$ cat src/pkg/tjs_pkg.sv
/*
 * Package for the track jump sequencer: register map, command codes,
 * state encoding and timing constants.
 * Assumes a 20 MHz system clock and a 32-bit Avalon-MM register bus.
 */
package tjs_pkg;

	// Clock and timing
	localparam int CLK_PERIOD_NS = 50;          // 20 MHz
	localparam int T_SHORT_NS    = 233000;      // 233 us pulse
	localparam int T_LONG_NS     = 466000;      // 466 us pulse
	localparam int T_BRAKE_NS    = 60000000;    // 60 ms braking
	localparam int CYC_SHORT     = (T_SHORT_NS + CLK_PERIOD_NS - 1) / CLK_PERIOD_NS;
	localparam int CYC_LONG      = (T_LONG_NS + CLK_PERIOD_NS - 1) / CLK_PERIOD_NS;
	localparam int CYC_BRAKE     = (T_BRAKE_NS + CLK_PERIOD_NS - 1) / CLK_PERIOD_NS;

	// Widths
	localparam int LEN_W  = 28;                 // Phase length counters
	localparam int PER_W  = 20;                 // Track period counter
	localparam logic [PER_W-1:0] PERIOD_DEF = 20'h007D0; // Period before first edge
	localparam logic [PER_W-1:0] PERIOD_MAX = 20'hFFFFF;

	// Register byte offsets
	localparam logic [3:0] OFS_CMD    = 4'h0;
	localparam logic [3:0] OFS_COUNT  = 4'h4;
	localparam logic [3:0] OFS_STATUS = 4'h8;
	localparam logic [3:0] OFS_PERIOD = 4'hC;

	// Reset values
	localparam logic [7:0] COUNT_RST = 8'h08;

	// Status field positions
	localparam int ST_STATE_LSB = 0;            // [2:0] sequencer state
	localparam int ST_NEWMODE   = 4;
	localparam int ST_JP3       = 5;
	localparam int ST_THLDMODE  = 6;
	localparam int ST_CHKMODE   = 7;
	localparam int ST_TRACKING_LOOP_OFF      = 8;
	localparam int ST_MON       = 9;
	localparam int ST_GAIN      = 10;
	localparam int ST_CHKDIR    = 11;

	// Command codes
	localparam logic [7:0] C_OLD_JUMP   = 8'hA0;
	localparam logic [7:0] C_NEW_JUMP   = 8'hA1;
	localparam logic [7:0] C_J1_V1      = 8'h11;
	localparam logic [7:0] C_J1_V2      = 8'h12;
	localparam logic [7:0] C_J1_V3      = 8'h31;
	localparam logic [7:0] C_J1_V4      = 8'h52;
	localparam logic [7:0] C_J2         = 8'h10;
	localparam logic [7:0] C_J4         = 8'h13;
	localparam logic [7:0] C_J16        = 8'h14;
	localparam logic [7:0] C_J32        = 8'h30;
	localparam logic [7:0] C_J64        = 8'h15;
	localparam logic [7:0] C_J128       = 8'h17;
	localparam logic [7:0] C_CHECK256   = 8'h16;
	localparam logic [7:0] C_LOOP_OFF   = 8'h0F;
	localparam logic [7:0] C_LOOP_ON    = 8'h8F;
	localparam logic [7:0] C_BRAKE      = 8'h8C;
	localparam logic [7:0] C_HOLD_MODE  = 8'h21;
	localparam logic [7:0] C_HOLD_RST   = 8'h20;
	localparam logic [7:0] C_JP_THREE   = 8'hB6;
	localparam logic [7:0] C_JP_TWO     = 8'hB7;
	localparam logic [7:0] C_CHK_IN     = 8'hF0;
	localparam logic [7:0] C_CHK_OUT    = 8'hF8;
	localparam logic [7:0] C_TWOBYTE_RST = 8'hFF;
	localparam logic [7:0] C_OUT_BIT    = 8'h08;   // Outward variant of a jump

	// Phase length kinds
	typedef enum logic [1:0] {
		LK_NONE  = 2'b00,
		LK_SHORT = 2'b01,
		LK_LONG  = 2'b10,
		LK_HALF  = 2'b11
	} tjs_len_kind_t;

	// Sequencer states
	typedef enum logic [2:0] {
		S_IDLE    = 3'b000,
		S_ACCEL   = 3'b001,
		S_DECEL   = 3'b010,
		S_BRAKE   = 3'b011,
		S_SCAN256 = 3'b100,
		S_CHKWAIT = 3'b101,
		S_CHECK   = 3'b110
	} tjs_state_t;

	localparam logic [8:0] SCAN_TRACKS = 9'h100;   // 256 tracks

endpackage : tjs_pkg

$ cat src/hdl/tjs_sequencer.sv
/*
 * Track jump sequencer: accel/decel/brake pulse generation, tracking brake,
 * 256-track scan and arbitrary track check, behind an Avalon-MM slave.
 * Assumes pin inputs are asynchronous to clk_in; qcode ready and velocity
 * mode come from logic on the same clock.
 */
// Functional notes
// - Variant one: 233us accel, 233us decel, brake
// - Variant two: half-period accel, mode-dependent decel
// - Variant three: variant-two timing, no brake
// - Variant four: loop-off low during brake
// - Two-track jump only in new mode
// - Four-track: two periods accel, 466us/2 decel
// - Sixteen-track: nine accel, seven/nine decel
// - 32/64/128 tracks: fixed period multiples, brake
// - 256 scan: loop off, no pulses, brake
// - Command register clears after full sequence
// - New jump command aborts running one
// - Brake loop-off samples mirror on edges
// - Mirror-to-data high, data-to-mirror low
// - Three-value command uses single tri-level pin
// - Check in/out distinct; two-byte reset cancels
// - Count loaded 8..254; count minus one
// - Check starts on read/write control fall
// - Loop off held high during check
// - Monitor rises at half, falls at end
// - Check repeats with same count until reset
// - Accel, decel, brake; gain raised in brake
// - Loop-off low only in velocity mode
// - Hold mode: loop off while hold high
`timescale 1ns/100ps

module tjs_sequencer
	import tjs_pkg::*;
#(
	parameter int CYC_SHORT_P = CYC_SHORT,
	parameter int CYC_LONG_P  = CYC_LONG,
	parameter int CYC_BRAKE_P = CYC_BRAKE
) (
	// Clock and reset
	input  wire logic        clk_in,
	input  wire logic        rst_n_in,
	// Avalon-MM slave
	input  wire logic [3:0]  avs_address_in,
	input  wire logic        avs_read_in,
	input  wire logic        avs_write_in,
	input  wire logic [31:0] avs_writedata_in,
	input  wire logic [3:0]  avs_byteenable_in,
	output logic [31:0]      avs_readdata_out,
	output logic             avs_waitrequest_out,
	// Servo pins
	input  wire logic        tracking_error_sense_in,
	input  wire logic        mirror_detect_in,
	input  wire logic        read_write_control_in,
	input  wire logic        tracking_hold_in,
	// Neighbouring logic
	input  wire logic        constant_linear_velocity_mode_in,
	input  wire logic        qcode_ready_in,
	// Outputs
	output logic             tracking_loop_off_out,
	output logic             tracking_gain_switch_out,
	output logic             jump_pulse_pos_out,
	output logic             jump_pulse_neg_out,
	output logic             jump_pulse_out,
	output logic             jump_pulse_oe_out,
	output logic             qcode_ready_monitor_out
);

	// Scale a track period by a count of half periods
	function automatic logic [LEN_W-1:0] scale_halves(input logic [PER_W-1:0] per,
		input logic [7:0] halves);
		logic [PER_W+7:0] prod;
		prod = per * halves;
		return LEN_W'(prod >> 1);
	endfunction : scale_halves

	// Phase length from its kind
	function automatic logic [LEN_W-1:0] phase_len(input tjs_len_kind_t kind,
		input logic [PER_W-1:0] per, input logic [7:0] halves);
		case (kind)
			LK_SHORT: return LEN_W'(CYC_SHORT_P);
			LK_LONG:  return LEN_W'(CYC_LONG_P);
			LK_HALF:  return scale_halves(per, halves);
			default:  return '0;
		endcase
	endfunction : phase_len

	// Synchronisers
	logic [1:0] tes_sync_r, hfl_sync_r, rwc_sync_r, tracking_hold_sync_r;
	logic       tes_d_r, rwc_d_r;

	// Bus
	logic        wait_r;
	logic [31:0] rdata_r;

	// Configuration and state
	tjs_state_t      state_r;
	logic [7:0]      cmd_r;
	logic [7:0]      count_r;
	logic            new_mode_r, jp3_r, hold_mode_r, loop_off_cmd_r;
	logic            chk_mode_r, chk_dir_r, chk_mon_r;
	logic            dir_out_r, has_brake_r, brake_low_r, brake_tracking_loop_off_r;
	logic [LEN_W-1:0] timer_r, dec_len_r;
	logic [8:0]      trk_r;
	logic [PER_W-1:0] per_cnt_r, period_r;

	// Output flops
	logic tracking_loop_off_r, tgl_r, jpp_r, jpn_r, jpl_r, jpoe_r, mon_r;

	// Decoded access
	logic       acc_wr, cmd_wr, tes_edge, tes_rise, rwc_fall;
	logic [7:0] wbyte;

	// Two-flop synchronisers for pin inputs
	always_ff @(posedge clk_in or negedge rst_n_in) begin
		if (!rst_n_in) begin
			tes_sync_r  <= 2'h0;
			hfl_sync_r  <= 2'h0;
			rwc_sync_r  <= 2'h3;
			tracking_hold_sync_r <= 2'h0;
			tes_d_r     <= 1'b0;
			rwc_d_r     <= 1'b1;
		end else begin
			tes_sync_r  <= {tes_sync_r[0], tracking_error_sense_in};
			hfl_sync_r  <= {hfl_sync_r[0], mirror_detect_in};
			rwc_sync_r  <= {rwc_sync_r[0], read_write_control_in};
			tracking_hold_sync_r <= {tracking_hold_sync_r[0], tracking_hold_in};
			tes_d_r     <= tes_sync_r[1];
			rwc_d_r     <= rwc_sync_r[1];
		end
	end

	// Edge detection on synchronised pins
	assign tes_edge = tes_sync_r[1] ^ tes_d_r;
	assign tes_rise = tes_sync_r[1] & ~tes_d_r;
	assign rwc_fall = ~rwc_sync_r[1] & rwc_d_r;

	// Bus write decode: a write takes effect when waitrequest is low and byte lane 0 is enabled
	assign acc_wr = avs_write_in & ~wait_r & avs_byteenable_in[0];
	assign cmd_wr = acc_wr & (avs_address_in == OFS_CMD);
	assign wbyte  = avs_writedata_in[7:0];

	// Avalon slave: one wait cycle, read data captured with the answer
	always_ff @(posedge clk_in or negedge rst_n_in) begin
		if (!rst_n_in) begin
			wait_r  <= 1'b1;
			rdata_r <= 32'h0000_0000;
		end else if ((avs_read_in | avs_write_in) & wait_r) begin
			wait_r <= 1'b0;
			case (avs_address_in)
				OFS_CMD:    rdata_r <= {24'h000000, cmd_r};
				OFS_COUNT:  rdata_r <= {24'h000000, count_r};
				OFS_STATUS: rdata_r <= {20'h00000, chk_dir_r, tgl_r, mon_r, tracking_loop_off_r,
					chk_mode_r, hold_mode_r, jp3_r, new_mode_r, 1'b0, state_r};
				OFS_PERIOD: rdata_r <= {12'h000, period_r};
				default:    rdata_r <= 32'h0000_0000;
			endcase
		end else begin
			wait_r <= 1'b1;
		end
	end

	// Track period measurement between rising sense edges
	always_ff @(posedge clk_in or negedge rst_n_in) begin
		if (!rst_n_in) begin
			per_cnt_r <= '0;
			period_r  <= PERIOD_DEF;
		end else if (tes_rise) begin
			period_r  <= per_cnt_r + PER_W'(1);
			per_cnt_r <= '0;
		end else if (per_cnt_r != PERIOD_MAX) begin
			per_cnt_r <= per_cnt_r + PER_W'(1);
		end
	end

	// Mode commands and track count register
	always_ff @(posedge clk_in or negedge rst_n_in) begin
		if (!rst_n_in) begin
			new_mode_r     <= 1'b0;
			jp3_r          <= 1'b0;
			hold_mode_r    <= 1'b0;
			loop_off_cmd_r <= 1'b0;
			count_r        <= COUNT_RST;
		end else begin
			if (acc_wr && avs_address_in == OFS_COUNT)
				count_r <= wbyte;
			if (cmd_wr) begin
				case (wbyte)
					C_OLD_JUMP:  new_mode_r     <= 1'b0;
					C_NEW_JUMP:  new_mode_r     <= 1'b1;
					C_JP_THREE:  jp3_r          <= 1'b1;
					C_JP_TWO:    jp3_r          <= 1'b0;
					C_HOLD_MODE: hold_mode_r    <= 1'b1;
					C_HOLD_RST:  hold_mode_r    <= 1'b0;
					C_LOOP_OFF:  loop_off_cmd_r <= 1'b1;
					C_LOOP_ON:   loop_off_cmd_r <= 1'b0;
					default:     ;
				endcase
			end
		end
	end

	// Jump profile decode for a written command
	tjs_len_kind_t acc_kind, dec_kind;
	logic [7:0]    acc_h, dec_h;
	logic          is_jump, brake_on, brake_low;
	always_comb begin
		acc_kind  = LK_NONE;
		dec_kind  = LK_NONE;
		acc_h     = 8'h00;
		dec_h     = 8'h00;
		is_jump   = 1'b1;
		brake_on  = 1'b1;
		brake_low = 1'b0;
		case (wbyte & ~C_OUT_BIT)
			C_J1_V1: begin
				acc_kind = LK_SHORT;
				dec_kind = LK_SHORT;
			end
			C_J1_V2, C_J1_V3, C_J1_V4: begin
				acc_kind = LK_HALF;
				acc_h    = 8'h01;
				dec_kind = new_mode_r ? LK_HALF : LK_SHORT;
				dec_h    = 8'h01;
				brake_on = ((wbyte & ~C_OUT_BIT) != C_J1_V3);
				brake_low = ((wbyte & ~C_OUT_BIT) == C_J1_V4);
			end
			C_J2: begin
				acc_kind = new_mode_r ? LK_HALF : LK_NONE;
				dec_kind = acc_kind;
				acc_h    = 8'h02;
				dec_h    = 8'h02;
				brake_on = 1'b0;
			end
			C_J4: begin
				acc_kind = LK_HALF;
				acc_h    = 8'h04;
				dec_kind = new_mode_r ? LK_HALF : LK_LONG;
				dec_h    = 8'h04;
			end
			C_J16: begin
				acc_kind = LK_HALF;
				acc_h    = 8'h12;
				dec_kind = LK_HALF;
				dec_h    = new_mode_r ? 8'h12 : 8'h0E;
			end
			C_J32: begin
				acc_kind = LK_HALF;
				acc_h    = 8'h24;
				dec_kind = LK_HALF;
				dec_h    = 8'h1C;
			end
			C_J64: begin
				acc_kind = LK_HALF;
				acc_h    = 8'h48;
				dec_kind = LK_HALF;
				dec_h    = 8'h38;
			end
			C_J128: begin
				acc_kind = LK_HALF;
				acc_h    = 8'h90;
				dec_kind = LK_HALF;
				dec_h    = 8'h70;
			end
			default: is_jump = 1'b0;
		endcase
		if (wbyte == C_CHECK256)
			is_jump = 1'b0;
	end

	// Sequencer: commands, phases, track scan and track check
	always_ff @(posedge clk_in or negedge rst_n_in) begin
		if (!rst_n_in) begin
			state_r     <= S_IDLE;
			cmd_r       <= 8'h00;
			timer_r     <= '0;
			dec_len_r   <= '0;
			dir_out_r   <= 1'b0;
			has_brake_r <= 1'b0;
			brake_low_r <= 1'b0;
			trk_r       <= 9'h000;
			chk_mode_r  <= 1'b0;
			chk_dir_r   <= 1'b0;
			chk_mon_r   <= 1'b0;
		end else if (cmd_wr && is_jump) begin
			// Abandon whatever runs and start the new jump
			cmd_r       <= wbyte;
			chk_mode_r  <= 1'b0;
			chk_mon_r   <= 1'b0;
			dir_out_r   <= wbyte[3];
			has_brake_r <= brake_on;
			brake_low_r <= brake_low;
			dec_len_r   <= phase_len(dec_kind, period_r, dec_h);
			timer_r     <= phase_len(acc_kind, period_r, acc_h);
			state_r     <= (acc_kind == LK_NONE) ? S_IDLE : S_ACCEL;
		end else if (cmd_wr && wbyte == C_CHECK256) begin
			cmd_r      <= wbyte;
			chk_mode_r <= 1'b0;
			chk_mon_r  <= 1'b0;
			trk_r      <= 9'h000;
			state_r    <= S_SCAN256;
		end else if (cmd_wr && wbyte == C_BRAKE) begin
			cmd_r       <= wbyte;
			chk_mode_r  <= 1'b0;
			chk_mon_r   <= 1'b0;
			brake_low_r <= 1'b0;
			timer_r     <= LEN_W'(CYC_BRAKE_P);
			state_r     <= S_BRAKE;
		end else if (cmd_wr && (wbyte == C_CHK_IN || wbyte == C_CHK_OUT)) begin
			chk_mode_r <= 1'b1;
			chk_dir_r  <= (wbyte == C_CHK_OUT);
			chk_mon_r  <= 1'b0;
			state_r    <= S_CHKWAIT;
		end else if (cmd_wr && wbyte == C_TWOBYTE_RST) begin
			chk_mode_r <= 1'b0;
			chk_mon_r  <= 1'b0;
			if (state_r == S_CHKWAIT || state_r == S_CHECK)
				state_r <= S_IDLE;
		end else begin
			case (state_r)
				S_ACCEL: begin
					if (timer_r <= LEN_W'(1)) begin
						timer_r <= dec_len_r;
						state_r <= S_DECEL;
					end else
						timer_r <= timer_r - LEN_W'(1);
				end
				S_DECEL: begin
					if (timer_r > LEN_W'(1))
						timer_r <= timer_r - LEN_W'(1);
					else if (has_brake_r) begin
						timer_r <= LEN_W'(CYC_BRAKE_P);
						state_r <= S_BRAKE;
					end else begin
						cmd_r   <= 8'h00;
						state_r <= S_IDLE;
					end
				end
				S_BRAKE: begin
					if (timer_r <= LEN_W'(1)) begin
						cmd_r   <= 8'h00;
						state_r <= S_IDLE;
					end else
						timer_r <= timer_r - LEN_W'(1);
				end
				S_SCAN256: begin
					if (tes_rise) begin
						if (trk_r == SCAN_TRACKS - 9'h001) begin
							timer_r     <= LEN_W'(CYC_BRAKE_P);
							brake_low_r <= 1'b0;
							state_r     <= S_BRAKE;
						end else
							trk_r <= trk_r + 9'h001;
					end
				end
				S_CHKWAIT: begin
					if (rwc_fall) begin
						trk_r   <= 9'h000;
						state_r <= S_CHECK;
					end
				end
				S_CHECK: begin
					if (tes_rise) begin
						if (trk_r + 9'h001 >= {1'b0, count_r} - 9'h001) begin
							trk_r     <= 9'h000;
							chk_mon_r <= 1'b0;
						end else begin
							trk_r <= trk_r + 9'h001;
							if (trk_r + 9'h001 >= ({1'b0, count_r} - 9'h001) >> 1)
								chk_mon_r <= 1'b1;
						end
					end
				end
				default: state_r <= S_IDLE;
			endcase
		end
	end

	// Tracking brake: sample mirror detect on each sense edge
	always_ff @(posedge clk_in or negedge rst_n_in) begin
		if (!rst_n_in)
			brake_tracking_loop_off_r <= 1'b0;
		else if (tes_edge)
			brake_tracking_loop_off_r <= hfl_sync_r[1];
	end

	// Output next values
	logic tracking_loop_off_nxt, pos_nxt, neg_nxt;
	always_comb begin
		pos_nxt = (state_r == S_ACCEL) ? ~dir_out_r : (state_r == S_DECEL) & dir_out_r;
		neg_nxt = (state_r == S_ACCEL) ? dir_out_r : (state_r == S_DECEL) & ~dir_out_r;
		if (!constant_linear_velocity_mode_in)
			tracking_loop_off_nxt = 1'b1;
		else if (hold_mode_r && tracking_hold_sync_r[1])
			tracking_loop_off_nxt = 1'b1;
		else if (state_r == S_SCAN256 || state_r == S_CHECK)
			tracking_loop_off_nxt = 1'b1;
		else if (state_r == S_BRAKE)
			tracking_loop_off_nxt = brake_low_r ? 1'b0 : brake_tracking_loop_off_r;
		else
			tracking_loop_off_nxt = loop_off_cmd_r;
	end

	// Registered outputs
	always_ff @(posedge clk_in or negedge rst_n_in) begin
		if (!rst_n_in) begin
			tracking_loop_off_r <= 1'b1;
			tgl_r  <= 1'b0;
			jpp_r  <= 1'b0;
			jpn_r  <= 1'b0;
			jpl_r  <= 1'b0;
			jpoe_r <= 1'b0;
			mon_r  <= 1'b0;
		end else begin
			tracking_loop_off_r <= tracking_loop_off_nxt;
			tgl_r  <= (state_r == S_BRAKE);
			jpp_r  <= ~jp3_r & pos_nxt;
			jpn_r  <= ~jp3_r & neg_nxt;
			jpl_r  <= jp3_r & pos_nxt;
			jpoe_r <= jp3_r & (pos_nxt | neg_nxt);
			mon_r  <= chk_mode_r ? chk_mon_r : qcode_ready_in;
		end
	end

	// Port drive
	assign avs_readdata_out         = rdata_r;
	assign avs_waitrequest_out      = wait_r;
	assign tracking_loop_off_out    = tracking_loop_off_r;
	assign tracking_gain_switch_out = tgl_r;
	assign jump_pulse_pos_out       = jpp_r;
	assign jump_pulse_neg_out       = jpn_r;
	assign jump_pulse_out           = jpl_r;
	assign jump_pulse_oe_out        = jpoe_r;
	assign qcode_ready_monitor_out  = mon_r;

endmodule : tjs_sequencer

$ cat config.mk
export PLATFORM = sky130hd
export DESIGN_NAME = tjs_sequencer
export DESIGN_NICKNAME = d
export VERILOG_FILES = /design/src/pkg/tjs_pkg.sv /design/src/hdl/tjs_sequencer.sv
export SDC_FILE = /design/constraint.sdc
export NUM_CORES = 1
export LEC_CHECK = 0
export ABC_AREA = 1
export BUFFER_PORTS_ARGS = -buffer_cell sky130_fd_sc_hd__buf_2
export CAP_MARGIN = 5
export CORE_MARGIN = 2
export CORE_UTILIZATION = 45
export CTS_CLUSTER_SIZE = 10
export DETAILED_ROUTE_END_ITERATION = 10
export HOLD_SLACK_MARGIN = 0.06
export SYNTH_ARGS = -nofsm -noshare
export SYNTH_HDL_FRONTEND = slang
export SYNTH_SLANG_ARGS = --single-unit
$ cat constraint.sdc
create_clock -name clk_in -period 6.05 [get_ports clk_in]
set_input_delay 0.9075 -clock clk_in [delete_from_list [all_inputs] [get_ports clk_in]]
set_output_delay 0.9075 -clock clk_in [all_outputs]
set_load 0.02 [all_outputs]
# After elaboration in Yosys (flattened, before gate mapping)
# Index checks and enable logic that the tools add are counted.
[totals]
reg_bits = 185
in_bits = 50
output_inout_bits = 40
word_cells = 275
[op_classes]
n_addsub = 4
mul = 2
order_cmp = 4
n_eq_ne = 68
muxes = 98
bitwise = 23
reduce_logical = 42
[op_table]
columns = ["operator", "count"]
rows = [
  ["28-bit two-way mux", 11],
  ["27-bit case mux with 3 select lines", 2],
  ["28-bit case mux with 4 select lines", 1],
  ["9-bit two-way mux", 9],
  ["20-bit case mux with 4 select lines", 1],
  ["8-bit == test (second input constant)", 9],
  ["8-bit two-way mux", 8],
  ["20-bit by 8-bit multiplier with 28-bit output", 2],
  ["8-bit case mux with 7 select lines", 1],
  ["7-bit by 4-bit == test with 1-bit output (second input constant)", 7],
  ["7-bit case mux with 7 select lines", 1],
  ["7-bit != test (second input constant)", 6],
  ["20-bit two-way mux", 2],
  ["1-bit two-way mux", 36],
  ["3-bit two-way mux", 12],
  ["28-bit by 1-bit greater-than comparator with 1-bit output (second input constant)", 1],
  ["28-bit by 1-bit <= comparator with 1-bit output (second input constant)", 1],
  ["28-bit by 1-bit subtractor with 28-bit output (second input constant)", 1],
  ["9-bit case mux with 3 select lines", 1],
  ["20-bit by 1-bit adder with 20-bit output (second input constant)", 1],
  ["20-bit != test (second input constant)", 1],
  ["4-bit != test (second input constant)", 5],
  ["5-bit != test (second input constant)", 4],
  ["3-bit != test (second input constant)", 6],
  ["52 further kinds", 112],
]

# Longest topological paths before layout
# Gate-level depths: netlist of the first run.
[logic_depth]
depth_word = 11
depth_mapped = 30
depth_no_buf = 30

# Worst setup path before layout of the first run
# Ideal clock, no wire load.
[synth_timing]
kind = "input -> register"
from = "input port avs_writedata_in[4]"
to = "register timer_r[15]"
arrival_ns = 5.650
required_time_ns = 5.933
setup_slack_ns = 0.284
cell_stages = 25
n_path_buf = 2
cell_sequence = "buf_2 -> nand2_2 -> nor3_1 -> inv_1 -> clkbuf_1 -> nor2_1 -> inv_1 -> fa_1 -> inv_1 -> fa_1 -> fa_1 -> inv_1 -> fa_1 -> inv_1 -> ha_1 -> nand2_1 -> nor2_1 -> nand3_1 -> or2_2 -> nand2_1 -> nand2_1 -> nand3_1 -> nand2_1 -> nand2_1 -> nand2_1"
[synth_between]
elab_chain_cells = 7
elab_cells_between_ends = 45
classes_between = "1 x mul; 25 x eq/ne; 8 x mux; 11 x reduce/logical"
[synth_rtl]
columns = ["item", "line", "rtl"]
rows = [
  ["from (decl)", "tjs_sequencer.sv:47", "input wire logic [31:0] avs_writedata_in,"],
  ["branches (longest 7 deep; another with 20-bit by 8-bit multiplier with 28-bit output)", "--", ""],
  ["to (signal assigned)", "tjs_sequencer.sv:294", "timer_r <= phase_len(acc_kind, period_r, acc_h);"],
  ["to (signal assigned)", "tjs_sequencer.sv:307", "timer_r <= LEN_W'(CYC_BRAKE_P);"],
  ["to (signal assigned)", "tjs_sequencer.sv:323", "timer_r <= dec_len_r;"],
  ["to (decl)", "tjs_sequencer.sv:103", "logic [LEN_W-1:0] timer_r, dec_len_r;"],
]
# Parallel ways; which one is timed is not known. The select of a mux whose other input is x is not followed.
# A chain may end at the register's enable or synchronous reset.

# Worst setup path after layout of the first run
[layout_timing]
from = "input port avs_writedata_in[6]"
to = "register timer_r[10]"
# The elaborated chain is that of the path after synthesis.

==> results of run 1 <==
==> worst paths after layout <==
path	start	to	slack [ns]	depth (start not counted)
min in group clk_in	tes_sync_r[0]$_DFF_PN0_	tes_sync_r[1]$_DFF_PN0_	0.35	0
worst max register to register	period_r[1]$_DFFE_PN0P_	timer_r[10]$_DFFE_PN0P_	0.74	21
worst min register to register	tes_sync_r[0]$_DFF_PN0_	tes_sync_r[1]$_DFF_PN0_	0.35	0
worst max-delay path	avs_writedata_in[6]	timer_r[10]$_DFFE_PN0P_	0.34	26
max in group asynchronous	rst_n_in	period_r[17]$_DFFE_PN0P_	4.38	2
worst min-delay path	rst_n_in	tes_sync_r[0]$_DFF_PN0_	0.34	1
==> cell usage in the layout, fill, tap and decap left out, types with 12 or more instances in the layout <==
cell type	n
o21ai_0	112
inv_2	13
nor3_1	30
buf_4	100
dfstp_2	12
nand4_1	58
xnor2_1	22
buf_2	49
nand3_1	119
xor2_1	34
dfrtp_1	160
clkbuf_16	17
fa_1	197
conb_1	12
a21oi_1	78
nand3b_1	17
inv_1	455
ha_1	120
nor2_1	281
nand2_1	803
==> flip-flops by register name, indices dropped and copies added (netlist names), 2 cells and up <==
register and count:
state_r 3, avs_readdata_out 20, timer_r 28, cmd_r 8, period_r 20, trk_r 9, hfl_sync_r 2, tes_sync_r 2
rwc_sync_r 2, dec_len_r 27, tracking_hold_sync_r 2, per_cnt_r 20, count_r 8
==> cell families after synthesis <==
group	count (synthesis)
fa+ha+maj	317
buf+inv	549
mux	1
flops	172
simple gates	1360
compound gates	254
other cells	1
xor+xnor	56
==> critical path, delay by kind of cell <==
kind,cells,cell delay (ns)
XOR/XNOR,1,0.34
AO/OA/AOI/OAI,1,0.19
AND/OR/NAND/NOR,12,1.53
adder cells (fa/ha/maj),5,2.39
buffers and inverters,7,0.72
==> layout make-up <==
class                   count  share of cell area, %
multi-input cells        2000                   60.7
clock buffers              21                   2.17
flip-flops and latches    172                   19.9
well taps                 585                   3.38
inverters                 474                   8.21
clock inverters            11                  0.594
repair buffers            154                   5.02
==> per-layer routing <==
layer	global-route usage (%)	vias up	part of all wire (%)
met2	46.9	508	48
met4	10.9	0	3.4
met1	37.2	8731	44
li1	-	8595	-
met5	0	-	0
met3	4.03	97	5.3
==> where the power goes <==
group | switching, mW | internal (mW)
Combinational | 0.321 | 0.144
Sequential | 0.0663 | 1.20
Clock | 0.548 | 0.612
==> metrics by stage <==
step	power [mW]	hold slack (ns)
3_5_place_dp	1.75	0.338
4_1_cts	2.92	0.342
5_1_grt	3.02	0.361
3_3_place_gp	1.73	0.337
2_1_floorplan	1.58	0.331
6_report	2.89	0.342
==> results.toml, run 1 <==
[cells_and_area]
fin_cells = 3417
synthToLayoutAreaGrowth_pct = 10.6
nets = 3186
seqCellArea_um2 = 4320
nFillCells = 4370
multiInputGateArea_um2 = 13200
stdcell_area_um2 = 21700
final_util_pct = 50.3
drive_gt1_share_pct = 9.18
antenna_cells = 0

[sta]
rsz0062_at_grt = "false"
setup_slack_ns = 0.339
final.min_clock_period_ns = 5.71
finalSetupTns_ns = 0
skew_ns = 0.0185
maxSlewViolCount = 0
slew_headroom_pct = 18.1
min_period_over_period_pct = 94.4
finalHoldViolations = 0
worst_slew_pin_slew_ns = 1.22
finalSetupViolCount = 0
fmax_mhz = 175

[route]
wl_mm = 60.2
vias = 17931
post-route-drc-count = 0
wl_per_cell_um = 17.6
drt_iter0_markers = 1379
avgViaCountPerCell = 5.25
firstDrtPassIters = 5
antenna_left = 0

[placement]
port_buffers = 50
pre_cts_slack_ns = -0.175
gp_congestion = 0.952
dp_cells = 3385
place_area_um2 = 21100
dpl.hpwl_mm = 49.6

[floorplanning]
initial_core_util_pct = 45.5
io_pins = 90
die-area_um2 = 45200
coreArea_um2 = 43100
rows = 76
die_height_um = 213
dieWidth_um = 213

[pwr]
p_leak_nw = 11.6
power.density_nw_per_um2 = 133
peakVddDrop_uv = 148

[logic_synthesis]
synth_top_family_by_area = "simple AND/OR/NAND/NOR gates"
synthAdderAreaFrac_pct = 27.8
synth.distinct_cells = 55
syn_avg_cell_area_um2 = 7.23
synth_seq_cells = 172
yosys.area_share.simple_pct = 29.3
yosysTopAreaCellShare_pct = 20.4
ys_warn_count = 0
synthFlopType = "dfrtp_1"
muxShareOfSynthArea_pct = 0.0575
synth-compound-area-share_pct = 7.28
yosysMostFrequentCell = "nand2_1"
seq_area_frac_synth_pct = 22.0
synth_xor_area_share_pct = 2.50
async_flop_share_pct = 100
ys_top_cells_by_count = "803 x nand2_1, 455 x inv_1, 282 x nor2_1"
synth_edf_count = 0
synth_area_um2 = 19600
yosys-top-cells-area = "dfrtp_1 20%, fa_1 20%, nand2_1 15%, inv_1 8.7%, ha_1 7.7%"
netlist_instances = 2710
netlist.top_cell.by_area = "dfrtp_1"

[clock_tree]
cts_tree = "built"
cts.repair.resized = 0
clk_latency_ns = 0.50
clk_pin_slew_worst_paths_ns = 0.07
htreeDepth = 4
post_cts_buffers = 0
ctsHoldBuffers = 0
cts_buffers = 17
cts.sinks = 172
root_buffer = "clkbuf_16"
clockBufferDepth = 2

[global_routing]
grt_pass1_wl_mm = 97.3
antenna_found_initial = 0
grt_use_total_pct = 28.2
grt_overflow_total = 0
grt_pass1_vias = 18043
grt_max_degree = 72

[worst_setup_path]
crit_type = "primary input to flop"
start_kind = "primary input"
required_ns = 6.43
max_stage_delay_ns = 0.56
crit_fanout = 6
critPathMostFrequentCell = "nand2_1"
endpoint_kind = "flop"
crit_slowest_cell = "fa_1"
arrival_ns = 6.09

[run_status]
outcome = "complete, no violations"

[min_path]
holdCritPathClass = "primary input to asynchronous set/reset pin"

[flow_run]
drv_cap = 0
(Power assumes the default switching activity.)
==> inputs of run 2 (changes only) <==
--- a/config.mk
+++ b/config.mk
@@ -9,7 +9,7 @@
 export BUFFER_PORTS_ARGS = -buffer_cell sky130_fd_sc_hd__buf_2
 export CAP_MARGIN = 5
 export CORE_MARGIN = 2
-export CORE_UTILIZATION = 45
+export CORE_UTILIZATION = 32
 export CTS_CLUSTER_SIZE = 10
 export DETAILED_ROUTE_END_ITERATION = 10
 export HOLD_SLACK_MARGIN = 0.06
==> run 2 against run 1 <==
Combinational power is essentially flat. Flip-flop and latch count is the same. Highest routed layer unchanged. Critical path depth shrank 1. Largest cell class unchanged.
==> results.toml, run 2 (synthesis gave the netlist of run 1 again) <==
[route]
antenna_left = 0
wl_mm = 59.6
post-route-drc-count = 0
route.met2.wl_mm = 27.5
wl_met1_mm = 27.3
avgViaCountPerCell = 4.84
firstDrtPassIters = 7
met3_length_mm = 3.34
wl_per_cell_um = 16.3
drt_iter0_markers = 1409
highest_layer = "met4"
vias = 17658

[global_routing]
grt_pass1_vias = 17667
grt_pass1_wl_mm = 97.0
grt_max_degree = 113
antenna_found_initial = 1
grt_overflow_total = 0
grt_use_total_pct = 19.7

[floorplanning]
die-area_um2 = 63200
io_pins = 90
die_height_um = 251
rows = 90
coreArea_um2 = 60500
dieWidth_um = 251
initial_core_util_pct = 32.4

[sta]
rsz0062_at_grt = "false"
finalHoldViolations = 0
finalSetupViolCount = 0
skew_ns = 0.0222
min_period_over_period_pct = 94.5
slew_headroom_pct = 24.0
finalSetupTns_ns = 0
worst_slew_pin_slew_ns = 1.13
final.min_clock_period_ns = 5.72
setup_slack_ns = 0.334
maxSlewViolCount = 0
fmax_mhz = 175

[placement]
gp_congestion = 0.920
dpl.hpwl_mm = 49.0
port_buffers = 50
dp_cells = 3616
pre_cts_slack_ns = -0.0850

[pwr]
p_leak_nw = 11.8
power.density_nw_per_um2 = 131
peakVddDrop_uv = 218

[worst_setup_path]
rrSetupSlack_ns = 0.80
crit_type = "primary input to flop"
required_ns = 6.41
crit_fanout = 13
reg2reg_from = "new_mode_r$_DFFE_PN0P_"
rr_endpoint = "dec_len_r[23]$_DFFE_PN0P_"
critPathLaunch = "avs_writedata_in[6]"
worstSetupEndpoint = "dec_len_r[23]$_DFFE_PN0P_"
endpoint_kind = "flop"
arrival_ns = 6.07
reg2regPathDepth = 22
start_kind = "primary input"

[flow_run]
drv_cap = 0

[cells_and_area]
final_common_cell = "nand2_1"
antenna_cells = 0
nets = 3220
top_regs = "timer_r x28, dec_len_r x27"
largest_register = "timer_r"
synthToLayoutAreaGrowth_pct = 13.2
largest_register_ffs = 28
seqCellArea_um2 = 4320
fin_cells = 3648
nFillCells = 6428
multiInputGateArea_um2 = 13200
final_cell_mix = "803 x nand2_1, 455 x inv_1, 282 x nor2_1"
drive_gt1_share_pct = 10.3

[clock_tree]
clockBufferDepth = 2
cts_buffers = 17
ctsHoldBuffers = 0
cts.repair.resized = 0
cts.sinks = 172
root_buffer = "clkbuf_16"
post_cts_buffers = 0
cts_tree = "built"
clk_latency_ns = 0.51
htreeDepth = 4
clk_pin_slew_worst_paths_ns = 0.07

[run_status]
outcome = "complete, no violations"

[min_path]
holdCritPathClass = "flop to flop"
## run 2: cell count changes in the layout (fill, tap and decap cells not counted), moves of 2 or more
cell,previous run,this run
clkinv_2,0,2
clkinvlp_4,3,1
inv_8,3,1
buf_4,100,134
inv_6,1,5
## run 2: where the power goes
part / switching (mW) / internal [mW]
Combinational: 0.318 / 0.146
Clock: 0.536 / 0.636
Sequential: 0.0641 / 1.20
Total: 0.918 / 1.98
## run 2: layout make-up
class | count | area share [%]
Clock inverter | 13 | 0.677
Tap cell | 782 | 4.41
Multi-Input combinational cell | 2000 | 59.3
Inverter | 474 | 8.02
Timing Repair Buffer | 188 | 6.06
Sequential cell | 172 | 19.5
Clock buffer | 19 | 2.04
## run 2: metrics by stage
stage                     power (mW)  hold slack (ns)  instance area [um^2]  util [%]
after global routing            3.05            0.362                 22200      36.7
final                           2.90            0.351                 22200      36.7
after detailed placement        1.75            0.335                 21600      35.7
after floorplan                 1.58            0.331                 19600         -
after global placement          1.75            0.334                 21600      35.7
after CTS                       2.93            0.351                 22200      36.7
## run 2: routing by layer
metal  global-route usage (%)  vias up
met5                        0        -
met4                     5.90        0
met3                     3.47       61
met2                     32.1      452
met1                     26.8     8491
li1                         -     8654
## run 2: worst min path at each step
| stage | start | cells past startpoint | to | slack (ns) |
|---|---|---|---|---|
| after floorplan | hfl_sync_r[0]$_DFF_PN0_ | 0 | hfl_sync_r[1]$_DFF_PN0_ | 0.33 |
| after global placement | tes_sync_r[0]$_DFF_PN0_ | 0 | tes_sync_r[1]$_DFF_PN0_ | 0.33 |
| after detailed placement | tes_sync_r[0]$_DFF_PN0_ | 0 | tes_sync_r[1]$_DFF_PN0_ | 0.33 |
| after CTS | tes_sync_r[0]$_DFF_PN0_ | 0 | tes_sync_r[1]$_DFF_PN0_ | 0.35 |
| after global routing | tes_sync_r[0]$_DFF_PN0_ | 0 | tes_sync_r[1]$_DFF_PN0_ | 0.36 |
| final | tes_sync_r[0]$_DFF_PN0_ | 0 | tes_sync_r[1]$_DFF_PN0_ | 0.35 |
## run 2: worst max-delay path, stage by stage
cell     delay [ns]
buf_2          0.12
nor2_1         0.15
nand3_1        0.14
nor2_1         0.24
nand2_1        0.14
nand2_1        0.15
buf_12         0.16
nand2_1        0.08
fa_1           0.51
inv_1          0.05
fa_1           0.54
inv_1          0.05
fa_1           0.45
fa_1           0.49
inv_1          0.06
ha_1           0.34
nand2_1        0.10
nor2_1         0.17
nand4_1        0.10
o21ai_0        0.59
nand2_1        0.17
nand2_1        0.10
nand2_1        0.05
nand3_1        0.10
o21ai_0        0.10
